`src/core/demc_regs.vh`:
```
// Offsets, field positions and reset values of the monitor control register
`ifndef DEMC_REGS_VH
`define DEMC_REGS_VH
`define DEMC_CTRL_INDEX 32'he000edfc
`define DEMC_CTRL_ADDR 32'he000edfc
`define DEMC_BIT_TRACE_EN 24
`define DEMC_BIT_SEC_MON 20
`define DEMC_BIT_MON_SEM 19
`define DEMC_BIT_MONITOR_SINGLE_STEP 18
`define DEMC_BIT_MONITOR_PEND_CTL 17
`define DEMC_BIT_MONITOR_EXCEPTION_ENABLE 16
`define DEMC_BIT_CATCH_SEC 11
`define DEMC_CATCH_HI 10
`define DEMC_CATCH_LO 4
`define DEMC_BIT_CATCH_RST 0
`define DEMC_COLD_RESET 10'h000
`define DEMC_WARM_RESET 4'h0
`endif

```
`src/core/demc_control.v`:
```
// Debug exception and monitor control register with its consumers' gating
//
// Function
// Bit 24 is one global enable for watchpoint and instrumentation trace.
// Register is a 32-bit read/write word; unprivileged accesses fault.
// Software clears features, drains trace, then clears global enable.
// Software should set global enable when external trace macrocell used.
// Cold reset clears global trace enable and every vector catch enable.
// Warm reset clears monitor semaphore, step, pend and enable bits.
// Bit 20 selects secure monitor target and secure debug events.
// Bit 20 tracks allowed condition unless monitor pending or active.
// Bit 20 is read-only and zero without security or main extension.
// Bit 19 is a plain semaphore with no effect on the processor.
// Bit 18 enables single stepping through the monitor exception.
// Step writes defined only at sufficient priority or zero-over-zero.
// Writing pend 1 pends monitor exception; writing 0 clears pending.
// Pend works regardless of the monitor enable bit.
// Bit 16 enables monitor exception; ignored when event halts instead.
// With bit 20 set, enable reads zero and ignores non-secure writes.
// Bit 11 traps secure faults unless halting or secure debug is off.
// Bits 10 to 4 catch hard, context, bus, state, check, coproc, memory.
// Bits 10 to 4 ignored without halting debug or secure-targeted no-SDE.
// Bit 0 enables reset vector catch, halting on a Warm reset.
// Reset catch ignored without halting debug; else Warm reset pends catch.
// Reserved bits read as zero and ignore writes.
`timescale 1ns/10ps
`include "demc_regs.vh"

module demc_control #(
  parameter HAS_SECURITY = 1,
  parameter HAS_MAIN = 1
) (
  input wire i_clock,
  input wire i_rst_n,
  input wire i_warm_rst_n,
  input wire [31:0] i_addr,
  input wire [31:0] i_wdata,
  input wire i_wr,
  input wire i_rd,
  input wire i_privileged,
  input wire i_nonsecure,
  input wire i_prio_at_or_above_mon,
  input wire i_sec_mon_allowed,
  input wire i_mon_pending_or_active,
  input wire i_mon_taken,
  input wire i_halting_debug_on,
  input wire i_halting_allowed,
  input wire i_secure_debug_on,
  input wire i_exc_targets_secure,
  input wire i_event_halts,
  output reg [31:0] o_rdata,
  output reg o_bus_fault,
  output reg o_trace_global_enable,
  output reg o_secure_monitor_select,
  output reg o_monitor_single_step,
  output reg o_monitor_pend,
  output reg o_monitor_enable_eff,
  output reg o_catch_secure_fault_eff,
  output reg [6:0] o_catch_fault_eff,
  output reg o_catch_core_reset_eff
);

  //////////////////////////////////////////////////////////////////////////////
  // Storage
  reg trace_en_q;
  reg sec_mon_q;
  reg mon_sem_q;
  reg monitor_single_step_q;
  reg monitor_pend_ctl_q;
  reg monitor_exception_enable_q;
  reg catch_sec_q;
  reg [6:0] catch_q;
  reg catch_rst_q;

  // Next values of the stored fields
  reg trace_en_d;
  reg sec_mon_d;
  reg mon_sem_d;
  reg monitor_single_step_d;
  reg monitor_pend_ctl_d;
  reg monitor_exception_enable_d;
  reg catch_sec_d;
  reg [6:0] catch_d;
  reg catch_rst_d;

  // Outputs are registered, one cycle behind the storage and inputs they are derived from
  reg [31:0] rdata_d;
  reg bus_fault_d;
  reg trace_out_d;
  reg sec_mon_out_d;
  reg step_out_d;
  reg pend_out_d;
  reg en_eff_d;
  reg catch_sec_eff_d;
  reg catch_rst_eff_d;
  wire [6:0] catch_fault_eff_d;

  // Register image as software sees it
  reg [31:0] image;
  wire rd_ok;
  wire en_visible;
  wire fault_gate;
  // Whole-word accesses only; byte lanes are not decoded
  localparam CATCH_W = `DEMC_CATCH_HI - `DEMC_CATCH_LO + 1;
  genvar g;

  wire hit = (i_addr == `DEMC_CTRL_ADDR);
  wire ok = hit && i_privileged;
  wire wr_ok = i_wr && ok;
  wire sec_ok = (HAS_SECURITY != 0) && (HAS_MAIN != 0);
  wire halt_ok = i_halting_debug_on && i_halting_allowed;
  // Non-secure writers cannot touch enable while secure monitor selected
  wire en_wr_ok = wr_ok && !(sec_mon_q && i_nonsecure);
  // Undefined step writes are ignored, the safest constrained choice
  wire step_wr_ok = wr_ok && (i_prio_at_or_above_mon ||
                    (!monitor_single_step_q && !i_wdata[`DEMC_BIT_MONITOR_SINGLE_STEP]));

  //////////////////////////////////////////////////////////////////////////////
  // Cold-reset fields, next values
  // Catch enables deliberately survive a warm reset
  always @* begin
    trace_en_d = trace_en_q;
    catch_sec_d = catch_sec_q;
    catch_d = catch_q;
    catch_rst_d = catch_rst_q;
    if (wr_ok) begin
      trace_en_d = i_wdata[`DEMC_BIT_TRACE_EN];
      // No storage for the secure fault catch without both extensions
      catch_sec_d = sec_ok & i_wdata[`DEMC_BIT_CATCH_SEC];
      catch_d = i_wdata[`DEMC_CATCH_HI:`DEMC_CATCH_LO];
      catch_rst_d = i_wdata[`DEMC_BIT_CATCH_RST];
    end
  end

  //////////////////////////////////////////////////////////////////////////////
  // Cold-reset storage
  always @(posedge i_clock) begin
    if (!i_rst_n) begin
      {trace_en_q, catch_sec_q, catch_q, catch_rst_q} <=
        `DEMC_COLD_RESET;
    end else begin
      trace_en_q <= trace_en_d;
      catch_sec_q <= catch_sec_d;
      catch_q <= catch_d;
      catch_rst_q <= catch_rst_d;
    end
  end

  //////////////////////////////////////////////////////////////////////////////
  // Warm-reset fields, next values; cold reset implies warm
  always @* begin
    mon_sem_d = mon_sem_q;
    monitor_single_step_d = monitor_single_step_q;
    monitor_pend_ctl_d = monitor_pend_ctl_q;
    monitor_exception_enable_d = monitor_exception_enable_q;
    if (wr_ok) begin
      mon_sem_d = i_wdata[`DEMC_BIT_MON_SEM];
    end
    // Step writes outside the defined cases never reach here
    if (step_wr_ok) begin
      monitor_single_step_d = i_wdata[`DEMC_BIT_MONITOR_SINGLE_STEP];
    end
    // Pend write independent of enable; write wins over acceptance
    if (wr_ok) begin
      monitor_pend_ctl_d = i_wdata[`DEMC_BIT_MONITOR_PEND_CTL];
    end else if (i_mon_taken) begin
      monitor_pend_ctl_d = 1'b0;
    end
    if (en_wr_ok) begin
      monitor_exception_enable_d = i_wdata[`DEMC_BIT_MONITOR_EXCEPTION_ENABLE];
    end
  end

  //////////////////////////////////////////////////////////////////////////////
  // Warm-reset storage
  always @(posedge i_clock) begin
    if (!i_rst_n || !i_warm_rst_n) begin
      {mon_sem_q, monitor_single_step_q, monitor_pend_ctl_q, monitor_exception_enable_q} <=
        `DEMC_WARM_RESET;
    end else begin
      mon_sem_q <= mon_sem_d;
      monitor_single_step_q <= monitor_single_step_d;
      monitor_pend_ctl_q <= monitor_pend_ctl_d;
      monitor_exception_enable_q <= monitor_exception_enable_d;
    end
  end

  //////////////////////////////////////////////////////////////////////////////
  // Secure monitor select follows allowed condition only when idle
  // Own pend bit counts as pending before the core reports it
  always @* begin
    sec_mon_d = sec_mon_q;
    if (!sec_ok) begin
      sec_mon_d = 1'b0;
    end else if (!i_mon_pending_or_active && !monitor_pend_ctl_q) begin
      sec_mon_d = i_sec_mon_allowed;
    end
  end

  //////////////////////////////////////////////////////////////////////////////
  // Secure monitor select storage
  always @(posedge i_clock) begin
    if (!i_rst_n) begin
      sec_mon_q <= 1'b0;
    end else begin
      sec_mon_q <= sec_mon_d;
    end
  end

  //////////////////////////////////////////////////////////////////////////////
  // Read data one cycle later, fault on unprivileged access
  // Non-secure view hides the enable while secure monitor selected
  assign en_visible = monitor_exception_enable_q && !(sec_mon_q && i_nonsecure);
  assign rd_ok = i_rd && ok;

  always @* begin
    image = 32'h00000000;
    image[`DEMC_BIT_TRACE_EN] = trace_en_q;
    image[`DEMC_BIT_SEC_MON] = sec_mon_q;
    image[`DEMC_BIT_MON_SEM] = mon_sem_q;
    image[`DEMC_BIT_MONITOR_SINGLE_STEP] = monitor_single_step_q;
    image[`DEMC_BIT_MONITOR_PEND_CTL] = monitor_pend_ctl_q;
    image[`DEMC_BIT_MONITOR_EXCEPTION_ENABLE] = en_visible;
    image[`DEMC_BIT_CATCH_SEC] = catch_sec_q;
    image[`DEMC_CATCH_HI:`DEMC_CATCH_LO] = catch_q;
    image[`DEMC_BIT_CATCH_RST] = catch_rst_q;
  end

  always @* begin
    // Zero outside the cycle after a read, so nothing stale leaks
    rdata_d = 32'h00000000;
    if (rd_ok) begin
      rdata_d = image;
    end
    bus_fault_d = hit && (i_wr || i_rd) && !i_privileged;
  end

  //////////////////////////////////////////////////////////////////////////////
  // Read port storage
  always @(posedge i_clock) begin
    if (!i_rst_n) begin
      o_rdata <= 32'h00000000;
      o_bus_fault <= 1'b0;
    end else begin
      o_rdata <= rdata_d;
      o_bus_fault <= bus_fault_d;
    end
  end

  //////////////////////////////////////////////////////////////////////////////
  // Effective controls to the exception and halting logic
  // Gating is registered, so consumers see input changes one cycle late
  assign fault_gate = halt_ok && !((HAS_SECURITY != 0) &&
                      !i_secure_debug_on && i_exc_targets_secure);

  generate
    for (g = 0; g < CATCH_W; g = g + 1) begin : catch_gate_g
      assign catch_fault_eff_d[g] = catch_q[g] && fault_gate;
    end
  endgenerate

  always @* begin
    trace_out_d = trace_en_q;
    sec_mon_out_d = sec_mon_q;
    step_out_d = monitor_single_step_q;
    pend_out_d = monitor_pend_ctl_q;
    en_eff_d = monitor_exception_enable_q && !i_event_halts;
    catch_sec_eff_d = catch_sec_q && halt_ok && i_secure_debug_on;
    // Reset catch stays live even for secure resets without secure debug
    catch_rst_eff_d = catch_rst_q && halt_ok;
  end

  //////////////////////////////////////////////////////////////////////////////
  // Effective control storage
  always @(posedge i_clock) begin
    if (!i_rst_n) begin
      o_trace_global_enable <= 1'b0;
      o_secure_monitor_select <= 1'b0;
      o_monitor_single_step <= 1'b0;
      o_monitor_pend <= 1'b0;
      o_monitor_enable_eff <= 1'b0;
      o_catch_secure_fault_eff <= 1'b0;
      o_catch_fault_eff <= 7'h00;
      o_catch_core_reset_eff <= 1'b0;
    end else begin
      o_trace_global_enable <= trace_out_d;
      o_secure_monitor_select <= sec_mon_out_d;
      o_monitor_single_step <= step_out_d;
      o_monitor_pend <= pend_out_d;
      o_monitor_enable_eff <= en_eff_d;
      o_catch_secure_fault_eff <= catch_sec_eff_d;
      o_catch_fault_eff <= catch_fault_eff_d;
      o_catch_core_reset_eff <= catch_rst_eff_d;
    end
  end

endmodule

```
`config.mk`:
```
export PLATFORM = sky130hd
export DESIGN_NAME = demc_control
export DESIGN_NICKNAME = d
export VERILOG_FILES = /design/src/core/demc_control.v
export VERILOG_INCLUDE_DIRS = /design/src /design/src/core
export SDC_FILE = /design/constraint.sdc
export NUM_CORES = 1
export LEC_CHECK = 0
export BUFFER_PORTS_ARGS = -buffer_cell sky130_fd_sc_hd__buf_2
export CAP_MARGIN = 20
export CORE_ASPECT_RATIO = 1.75
export CORE_UTILIZATION = 43
export CTS_CLUSTER_DIAMETER = 150
export DETAILED_ROUTE_END_ITERATION = 10
export GPL_ROUTABILITY_DRIVEN = 0
export PLACE_DENSITY = 0.83
export SLEW_MARGIN = 20
export SYNTH_ARGS = -nofsm -noshare
export SYNTH_HDL_FRONTEND = slang
export SYNTH_SLANG_ARGS = --single-unit
```
`constraint.sdc`:
```
create_clock -name i_clock -period 3.4 [get_ports i_clock]
set_input_delay 0.34 -clock i_clock [delete_from_list [all_inputs] [get_ports i_clock]]
set_output_delay 0.34 -clock i_clock [all_outputs]
set_load 0.01 [all_outputs]
```
After elaboration in Yosys (flattened, before gate mapping)
Cells that the tools add are included.
{"block": "word_totals", "regBits": 62}
{"block": "classes", "muxes": 2, "eq_ne": 1, "n_reduce_logical": 41}
{"op": "32-bit equality test (second input constant)", "count": 1}
{"op": "1-bit logical AND", "count": 25}
{"op": "1-bit logical NOT", "count": 11}
{"op": "1-bit logical OR", "count": 3}
{"op": "1-bit 2-to-1 mux", "count": 2}
{"op": "2-bit AND reduction", "count": 1}
{"op": "2-bit nonzero test", "count": 1}

Longest topological paths before layout
Gate-level depths: netlist of the first run.
{"block": "logic_depth", "word_depth": 5, "depth_mapped": 5, "mapped_depth_nobuf": 4}

Worst setup path after synthesis of the first run
No wires, ideal clock.
{"block": "synth_timing", "path_type": "input port to flip-flop", "start": "input port i_addr[27]", "end": "register catch_q[0]", "cell_stages": 5, "slack_ns": 1.612, "path_buffers": 1, "arrival_time_ns": 1.716, "cell_sequence": "or4_4 > nand4bb_4 > nor3_4 > buf_12 > mux2i_1"}
{"block": "synth_between", "elab_chain_len": 3}
{"item": "start: declaration", "line_no": "demc_control.v:36", "rtl": "input wire [31:0] i_addr,"}
{"item": "32-bit equality test (no line)"}
{"item": "1-bit logical AND", "line_no": "demc_control.v:108", "rtl": "wire ok = hit && i_privileged;"}
{"item": "1-bit logical AND", "line_no": "demc_control.v:109", "rtl": "wire wr_ok = i_wr && ok;"}
{"item": "end signal: assignment", "line_no": "demc_control.v:139", "rtl": "{trace_en_q, catch_sec_q, catch_q, catch_rst_q} <="}
{"item": "end signal: assignment", "line_no": "demc_control.v:144", "rtl": "catch_q <= catch_d;"}
{"item": "end: declaration", "line_no": "demc_control.v:72", "rtl": "reg [6:0] catch_q;"}
Every way passes these cells.
A chain may end at the register's enable or synchronous reset.

Final worst setup path of the first run
{"block": "layout_timing", "start": "input port i_addr[16]", "end": "register trace_en_q"}
{"block": "layout_between", "elab_chain_len": 3}
{"item": "32-bit equality test (no line)"}
{"item": "1-bit logical AND", "line_no": "demc_control.v:108"}
{"item": "1-bit logical AND", "line_no": "demc_control.v:109"}
{"item": "end signal: assignment", "line_no": "demc_control.v:139"}
{"item": "end signal: assignment", "line_no": "demc_control.v:142", "rtl": "trace_en_q <= trace_en_d;"}
{"item": "end: declaration", "line_no": "demc_control.v:65", "rtl": "reg trace_en_q;"}
Every way passes these cells.

==> flow_results.xml, run 1 <==
<?xml version="1.0" encoding="UTF-8"?>
<metrics>
  <group name="place">
    <metric name="placed_area" unit="sq mm">0.00219</metric>
    <metric name="dp.final_hpwl" unit="mm">2.78</metric>
    <metric name="buffer_ports.inserted" unit="">91</metric>
  </group>
  <group name="finish">
    <metric name="antenna_diode_count" unit="">0</metric>
    <metric name="num-fill-cells" unit="">405</metric>
    <metric name="multi_input_area" unit="sq um">758</metric>
    <metric name="largest_register" unit="">o_rdata</metric>
    <metric name="synthToLayoutAreaGrowth" unit="%">27.4</metric>
    <metric name="layout_top_registers" unit="">o_rdata x15, catch_q x7, o_catch_fault_eff x7</metric>
    <metric name="layout-drive-gt1-share" unit="%">39.2</metric>
    <metric name="num-nets-final" unit="">344</metric>
    <metric name="layout.core_utilization" unit="%">57.7</metric>
    <metric name="post-route-cell-area" unit="sq mm">0.00227</metric>
    <metric name="regArea" unit="sq um">901</metric>
    <metric name="largest_reg_flops" unit="">15</metric>
  </group>
  <group name="yosys">
    <metric name="synthesis.yosys.warnings" unit="">0</metric>
    <metric name="commonest_cells_in_the_netlist" unit="">sky130_fd_sc_hd__dfxtp_1, sky130_fd_sc_hd__nand2_1, sky130_fd_sc_hd__and2_1, sky130_fd_sc_hd__buf_4, sky130_fd_sc_hd__mux2i_1</metric>
    <metric name="post_synth_main_area_contributors" unit="">sky130_fd_sc_hd__dfxtp_1, sky130_fd_sc_hd__and2_1, sky130_fd_sc_hd__mux2i_1, sky130_fd_sc_hd__buf_4, sky130_fd_sc_hd__nand2_1</metric>
    <metric name="post_synth_num_cell_types" unit="">26</metric>
    <metric name="synth-edff-count" unit="">0</metric>
    <metric name="postSynth.topFlopCell" unit="">sky130_fd_sc_hd__dfxtp_1</metric>
    <metric name="synth_most_common_cell" unit="">sky130_fd_sc_hd__dfxtp_1</metric>
    <metric name="synth.yosys.seq_area_share" unit="%">50.5</metric>
    <metric name="synth_area_per_cell" unit="sq um">10.3</metric>
    <metric name="synth.largest_area_cell" unit="">sky130_fd_sc_hd__dfxtp_1</metric>
    <metric name="synthesis.instances" unit="">173</metric>
    <metric name="yosysTopAreaCellShare" unit="%">50.5</metric>
    <metric name="synthArstFlopShare" unit="%">0</metric>
    <metric name="synth-seq-cells" unit="">45</metric>
    <metric name="syn_area" unit="sq mm">0.00178</metric>
  </group>
  <group name="clock_network">
    <metric name="htreeDepth" unit="">2</metric>
    <metric name="cts_root_buffer" unit="">sky130_fd_sc_hd__clkbuf_8</metric>
    <metric name="cts.hold.buffers_added" unit="">0</metric>
    <metric name="post_cts_buffers" unit="">0</metric>
    <metric name="insertion_delay" unit="ns">0.29</metric>
    <metric name="number_of_buffers_created_by_cts" unit="">5</metric>
    <metric name="clock-sinks" unit="">45</metric>
    <metric name="post_cts.resized_instances" unit="">0</metric>
    <metric name="clockBufferDepth" unit="">2</metric>
    <metric name="cts.reportedPaths.clkPinSlew" unit="ns">0.07</metric>
    <metric name="tritoncts" unit="">yes</metric>
  </group>
  <group name="sta">
    <metric name="worst_slew_pin_slew" unit="ns">0.806</metric>
    <metric name="whs" unit="ns">0.204</metric>
    <metric name="worst_slew_margin_rel" unit="%">46.1</metric>
    <metric name="final_period_minus_worst_setup_slack" unit="ns">1.96</metric>
    <metric name="fin_crit_sh" unit="%">57.8</metric>
    <metric name="finalSetupViolCount" unit="">0</metric>
    <metric name="timing.final.max_slew_violations" unit="">0</metric>
    <metric name="worst_clock_skew" unit="ns">0.00559</metric>
    <metric name="finalHoldViolCount" unit="">0</metric>
    <metric name="grt_setup_unrepaired" unit="">no</metric>
    <metric name="fmax" unit="GHz">0.509</metric>
    <metric name="totalNegativeSetupSlack" unit="ns">0</metric>
  </group>
  <group name="detailed_routing">
    <metric name="routed_wire_length_per_instance" unit="um">11.1</metric>
    <metric name="route.vias.total" unit="">1407</metric>
    <metric name="dr.first_iter.drc_count" unit="">11</metric>
    <metric name="drt_first_pass_iters" unit="">4</metric>
    <metric name="drc" unit="">0</metric>
    <metric name="routed_wirelength" unit="mm">3.49</metric>
    <metric name="viasPerCell" unit="">4.50</metric>
    <metric name="route.antenna.remaining_nets" unit="">0</metric>
  </group>
  <group name="floorplan">
    <metric name="row_count" unit="">30</metric>
    <metric name="dieHeight" unit="um">87.2</metric>
    <metric name="fp.coreArea" unit="sq mm">0.00394</metric>
    <metric name="floorplan.die.width" unit="um">50.7</metric>
    <metric name="floorplan.die_area" unit="sq mm">0.00442</metric>
    <metric name="top_level_ports" unit="">127</metric>
    <metric name="floorplan.initialDensity" unit="%">45.3</metric>
  </group>
  <group name="critical_path">
    <metric name="cp_max_stage_cell" unit="">sky130_fd_sc_hd__nor3_4</metric>
    <metric name="crit_path_cell_trace" unit="">buf_2 -&gt; nand4bb_1 -&gt; or4_4 -&gt; nor3_4 -&gt; mux2i_1</metric>
    <metric name="cpLargestDelayFamily" unit="">simple AND/OR/NAND/NOR gates</metric>
    <metric name="critPathLaunchType" unit="">input pin</metric>
    <metric name="critPathRequiredTime" unit="ns">3.61</metric>
    <metric name="crit_end_element" unit="">flop</metric>
    <metric name="worstPathArrival" unit="ns">2.18</metric>
    <metric name="timing.setup.critical_path_class" unit="">input pin to flop</metric>
    <metric name="critPathMaxFanout" unit="">12</metric>
    <metric name="crit_path_max_incr_delay" unit="ns">0.69</metric>
    <metric name="worstPathBufferInverterCount" unit="">1</metric>
  </group>
  <group name="status">
    <metric name="outcome" unit="">completed</metric>
  </group>
  <group name="global_route">
    <metric name="grt_start_max_net_pins" unit="">28</metric>
    <metric name="antenna_found_initial" unit="">0</metric>
    <metric name="grt.met1_usage" unit="%">13.2</metric>
    <metric name="grt.total_usage" unit="%">16.2</metric>
    <metric name="grt_pass1_wl" unit="mm">5.24</metric>
    <metric name="grt.busiest_layer" unit="">met2</metric>
    <metric name="grt-ovfl-total" unit="">0</metric>
    <metric name="use_met2" unit="%">34.1</metric>
    <metric name="grt_met3_usage" unit="%">4.19</metric>
    <metric name="number_of_global_route_vias_before_repair" unit="">1265</metric>
  </group>
  <group name="flow_run">
    <metric name="drv_cap" unit="">0</metric>
  </group>
  <group name="power_and_ir_drop">
    <metric name="peakVddDrop" unit="uV">256</metric>
    <metric name="power_density_over_the_cells" unit="mW/mm^2">397</metric>
    <metric name="power_leakage" unit="nW">1.14</metric>
  </group>
  <group name="worst_hold_path">
    <metric name="hold_path.class" unit="">input pin to flop</metric>
  </group>
</metrics>
[logic make-up (layout without fill, tap and decap cells)]
family                 Yosys count  count (layout)  synth area share [%]
DFF                             45              45                  50.5
muxes                           14              14                  7.85
AOI/OAI and AO/OA                3               3                 0.981
other                            1              17                 0.210
buffers and inverters           27             103                  10.4
and+or+nand+nor                 83              83                  30.1
[cell type report]
| type | instances | area share [%] |
|---|---|---|
| Tap cell | 48 | 2.64 |
| Timing Repair Buffer | 91 | 20.0 |
| Clock inverter | 1 | 0.330 |
| Sequential cell | 45 | 39.6 |
| Inverter | 4 | 0.660 |
| Clock buffer | 7 | 3.36 |
| Multi-Input combinational cell | 117 | 33.4 |
[where the power goes]
| part | switching [mW] | internal (mW) | total, mW |
|---|---|---|---|
| clock network | 0.162 | 0.145 | 0.307 |
| registers | 0.000725 | 0.528 | 0.528 |
| logic | 0.0352 | 0.0327 | 0.0679 |
[cell usage in the layout, fill, tap and decap left out, types with 2 or more instances in the layout]
cell	count
sky130_fd_sc_hd__clkbuf_1	2
sky130_fd_sc_hd__or4_4	2
sky130_fd_sc_hd__mux2i_1	14
sky130_fd_sc_hd__nor4_4	3
sky130_fd_sc_hd__inv_1	4
sky130_fd_sc_hd__nand4b_1	3
sky130_fd_sc_hd__nand2_1	33
sky130_fd_sc_hd__clkbuf_8	5
sky130_fd_sc_hd__buf_2	91
sky130_fd_sc_hd__conb_1	17
sky130_fd_sc_hd__nor2_1	3
sky130_fd_sc_hd__and2_1	25
sky130_fd_sc_hd__nor4_1	2
sky130_fd_sc_hd__and3_1	3
sky130_fd_sc_hd__dfxtp_1	45
sky130_fd_sc_hd__nand4_1	2
[stage by stage]
step	std cells	worst slack, ns	power (mW)
detailed placement	305	1.12	0.609
CTS	313	1.41	0.912
global placement	305	1.18	0.607
floorplan	189	1.61	0.583
finish	313	1.44	0.903
global route	313	1.31	0.941
[metal layers]
metal | wire length, um | up-vias | share of wire [%]
met2 | 2060 | 61 | 59
met5 | 0 | - | 0
met4 | 50 | 0 | 1.4
li1 | - | 713 | -
met3 | 200 | 4 | 5.7
met1 | 1180 | 629 | 34
[final timing paths]
check,from,endpoint,slack (ns),cells after the start
worst max register to register,sec_mon_out_d,monitor_exception_enable_q,2.48,3
worst min register to register,monitor_exception_enable_q,o_monitor_enable_eff,0.45,2
worst max-delay path,i_addr[16],trace_en_q,1.44,5
worst min-delay path,i_event_halts,o_monitor_enable_eff,0.20,2
[worst reg2reg max path, stage by stage, from the launching register on]
cell and delay, ns:
sky130_fd_sc_hd__dfxtp_1 0.38, sky130_fd_sc_hd__nand2_1 0.09, sky130_fd_sc_hd__and4_1 0.22, sky130_fd_sc_hd__mux2i_1 0.11
(Power assumes the default switching activity.)
==> run 2: changes to the inputs <==
--- a/config.mk
+++ b/config.mk
@@ -9,11 +9,11 @@
 export BUFFER_PORTS_ARGS = -buffer_cell sky130_fd_sc_hd__buf_2
 export CAP_MARGIN = 20
 export CORE_ASPECT_RATIO = 1.75
-export CORE_UTILIZATION = 43
+export CORE_UTILIZATION = 40
 export CTS_CLUSTER_DIAMETER = 150
 export DETAILED_ROUTE_END_ITERATION = 10
 export GPL_ROUTABILITY_DRIVEN = 0
-export PLACE_DENSITY = 0.83
+export PLACE_DENSITY = 0.78
 export SLEW_MARGIN = 20
 export SYNTH_ARGS = -nofsm -noshare
 export SYNTH_HDL_FRONTEND = slang
==> constraint.sdc (replaced) <==
create_clock -name i_clock -period 2 [get_ports i_clock]
set_input_delay 0.2 -clock i_clock [delete_from_list [all_inputs] [get_ports i_clock]]
set_output_delay 0.2 -clock i_clock [all_outputs]
set_load 0.01 [all_outputs]
==> run 2 against run 1 <==
  * Flip-flop and latch count unchanged
  * Die area is 7.3% higher
  * Clock skew is essentially flat
  * Worst hold slack worse by 0.14 ns
  * Critical path depth grew 1
  * Total power increased by 90%
  * Combinational power is 72% higher
  * Clock-buffer cell count down 1
  * Critical path type unchanged
  * Critical endpoint is now catch_q[6]
  * Highest routed layer unchanged
==> flow_results.xml, run 2 (synthesis gave the netlist of run 1 again) <==
<?xml version="1.0" encoding="UTF-8"?>
<metrics>
  <group name="finish">
    <metric name="layout.core_utilization" unit="%">56.2</metric>
    <metric name="largest_register" unit="">o_rdata</metric>
    <metric name="layout_commonest_cell" unit="">sky130_fd_sc_hd__buf_2</metric>
    <metric name="num-fill-cells" unit="">405</metric>
    <metric name="final_cell_mix" unit="">sky130_fd_sc_hd__buf_2, sky130_fd_sc_hd__dfxtp_1, sky130_fd_sc_hd__nand2_1, sky130_fd_sc_hd__and2_1, sky130_fd_sc_hd__conb_1</metric>
    <metric name="stdcell_count" unit="">318</metric>
    <metric name="layout-drive-gt1-share" unit="%">40.9</metric>
    <metric name="regArea" unit="sq um">901</metric>
    <metric name="synthToLayoutAreaGrowth" unit="%">31.9</metric>
    <metric name="largest_reg_flops" unit="">15</metric>
    <metric name="num-nets-final" unit="">348</metric>
    <metric name="multi_input_area" unit="sq um">758</metric>
    <metric name="layout_top_registers" unit="">o_rdata x15, catch_q x7, o_catch_fault_eff x7</metric>
    <metric name="antenna_diode_count" unit="">0</metric>
  </group>
  <group name="clock_network">
    <metric name="post_cts_buffers" unit="">0</metric>
    <metric name="insertion_delay" unit="ns">0.29</metric>
    <metric name="cts_root_buffer" unit="">sky130_fd_sc_hd__clkbuf_8</metric>
    <metric name="clock-sinks" unit="">45</metric>
    <metric name="cts.reportedPaths.clkPinSlew" unit="ns">0.08</metric>
    <metric name="tritoncts" unit="">yes</metric>
    <metric name="post_cts.resized_instances" unit="">0</metric>
    <metric name="number_of_buffers_created_by_cts" unit="">5</metric>
    <metric name="cts.hold.buffers_added" unit="">0</metric>
    <metric name="clockBufferDepth" unit="">2</metric>
    <metric name="htreeDepth" unit="">2</metric>
  </group>
  <group name="critical_path">
    <metric name="critPathLaunchType" unit="">input pin</metric>
    <metric name="crit_end_element" unit="">flop</metric>
    <metric name="timing.setup.critical_path_class" unit="">input pin to flop</metric>
    <metric name="critPathRequiredTime" unit="ns">2.22</metric>
    <metric name="critPathMaxFanout" unit="">12</metric>
    <metric name="worstPathArrival" unit="ns">1.69</metric>
  </group>
  <group name="floorplan">
    <metric name="dieHeight" unit="um">90.4</metric>
    <metric name="top_level_ports" unit="">127</metric>
    <metric name="row_count" unit="">31</metric>
    <metric name="floorplan.die.width" unit="um">52.5</metric>
    <metric name="fp.coreArea" unit="sq mm">0.00419</metric>
    <metric name="floorplan.initialDensity" unit="%">42.6</metric>
    <metric name="floorplan.die_area" unit="sq mm">0.00474</metric>
  </group>
  <group name="detailed_routing">
    <metric name="viasPerCell" unit="">4.49</metric>
    <metric name="routed_wire_length_per_instance" unit="um">10.9</metric>
    <metric name="dr.first_iter.drc_count" unit="">13</metric>
    <metric name="route.antenna.remaining_nets" unit="">0</metric>
    <metric name="routed_wirelength" unit="mm">3.47</metric>
    <metric name="route.vias.total" unit="">1429</metric>
    <metric name="drt_first_pass_iters" unit="">4</metric>
    <metric name="drc" unit="">0</metric>
  </group>
  <group name="power_and_ir_drop">
    <metric name="p_comb_share" unit="%">6.8</metric>
    <metric name="design_power_total" unit="mW">1.72</metric>
    <metric name="p_int" unit="mW">1.36</metric>
    <metric name="pwr-share-clk" unit="%">40.8</metric>
    <metric name="power_leakage" unit="nW">1.18</metric>
    <metric name="peakVddDrop" unit="uV">533</metric>
    <metric name="power.switching" unit="mW">0.355</metric>
    <metric name="power.sequential.fraction" unit="%">52.3</metric>
    <metric name="p_sw_share" unit="%">20.7</metric>
    <metric name="power_density_over_the_cells" unit="mW/mm^2">729</metric>
  </group>
  <group name="place">
    <metric name="place_inst" unit="">310</metric>
    <metric name="dp.final_hpwl" unit="mm">2.80</metric>
    <metric name="buffer_ports.inserted" unit="">91</metric>
    <metric name="preCtsSetupSlack" unit="ns">0.226</metric>
  </group>
  <group name="sta">
    <metric name="worst_clock_skew" unit="ns">0.00550</metric>
    <metric name="timing.final.max_slew_violations" unit="">0</metric>
    <metric name="finalSetupViolCount" unit="">0</metric>
    <metric name="finalHoldViolCount" unit="">0</metric>
    <metric name="worst_slew_margin_rel" unit="%">66.5</metric>
    <metric name="worst_slew_pin_slew" unit="ns">0.498</metric>
    <metric name="final_period_minus_worst_setup_slack" unit="ns">1.47</metric>
    <metric name="fin_crit_sh" unit="%">73.6</metric>
    <metric name="grt_setup_unrepaired" unit="">no</metric>
    <metric name="fmax" unit="GHz">0.680</metric>
    <metric name="totalNegativeSetupSlack" unit="ns">0</metric>
    <metric name="final.setup.worst_slack" unit="ns">0.528</metric>
  </group>
  <group name="global_route">
    <metric name="grt_pass1_wl" unit="mm">5.62</metric>
    <metric name="grt.total_usage" unit="%">15.9</metric>
    <metric name="grt_start_max_net_pins" unit="">22</metric>
    <metric name="number_of_global_route_vias_before_repair" unit="">1347</metric>
    <metric name="grt-ovfl-total" unit="">0</metric>
    <metric name="antenna_found_initial" unit="">0</metric>
  </group>
  <group name="worst_hold_path">
    <metric name="hold_path.class" unit="">input pin to flop</metric>
  </group>
  <group name="flow_run">
    <metric name="drv_cap" unit="">0</metric>
  </group>
  <group name="status">
    <metric name="outcome" unit="">completed</metric>
  </group>
</metrics>
-- run 2: cell count changes in the layout (fill, tap and decap cells not counted) --
| cell | before | now |
|---|---|---|
| sky130_fd_sc_hd__buf_12 | 0 | 1 |
| sky130_fd_sc_hd__buf_4 | 0 | 3 |
| sky130_fd_sc_hd__bufinv_16 | 0 | 1 |
| sky130_fd_sc_hd__clkbuf_1 | 2 | 0 |
| sky130_fd_sc_hd__clkbuf_8 | 5 | 6 |
-- run 2: power by group through the flow --
| stage | Combinational, mW | Sequential, mW | Clock, mW |
|---|---|---|---|
| 2_1_floorplan | 0.0716 | 0.919 | 0 |
| 3_3_place_gp | 0.115 | 0.919 | 0 |
| 3_5_place_dp | 0.117 | 0.919 | 0 |
| 4_1_cts | 0.118 | 0.898 | 0.723 |
| 5_1_grt | 0.131 | 0.899 | 0.763 |
| 6_report | 0.117 | 0.898 | 0.700 |
-- run 2: path summary, 6_finish.rpt --
path / from / end / slack, ns / depth (start not counted)
setup reg to reg: sec_mon_out_d / monitor_exception_enable_q / 1.10 / 3
hold reg to reg: monitor_exception_enable_q / o_monitor_enable_eff / 0.44 / 2
setup / recovery: i_addr[16] / catch_q[6] / 0.53 / 6
hold / removal: i_event_halts / o_monitor_enable_eff / 0.07 / 2
-- run 2: cell type report --
class	instances	area share, %
Sequential cell	45	38.3
Clock inverter	2	1.59
Multi-Input combinational cell	117	32.2
Tap cell	49	2.60
Inverter	4	0.638
Timing Repair Buffer	95	21.2
Clock buffer	6	3.51
-- run 2: routing by layer --
metal	track usage (%)	wire (um)	vias to the layer above
li1	-	-	721
met1	15.0	1170	626
met2	29.1	1950	72
met3	3.37	212	10
met4	9.21	129	0
met5	0	0	-
-- run 2: stage by stage --
stage                     cell area (sq um)  hold WS, ns
after floorplan                        1840        0.272
after CTS                              2350       0.0500
after global routing                   2350       0.0576
after global placement                 2230        0.373
after detailed placement               2230        0.370
final                                  2350       0.0669
-- run 2: critical path, cell delays in order --
cell	delay, ns
sky130_fd_sc_hd__buf_2	0.09
sky130_fd_sc_hd__nand4bb_1	0.20
sky130_fd_sc_hd__or4_4	0.60
sky130_fd_sc_hd__nor3_4	0.21
sky130_fd_sc_hd__buf_12	0.17
sky130_fd_sc_hd__mux2i_1	0.20
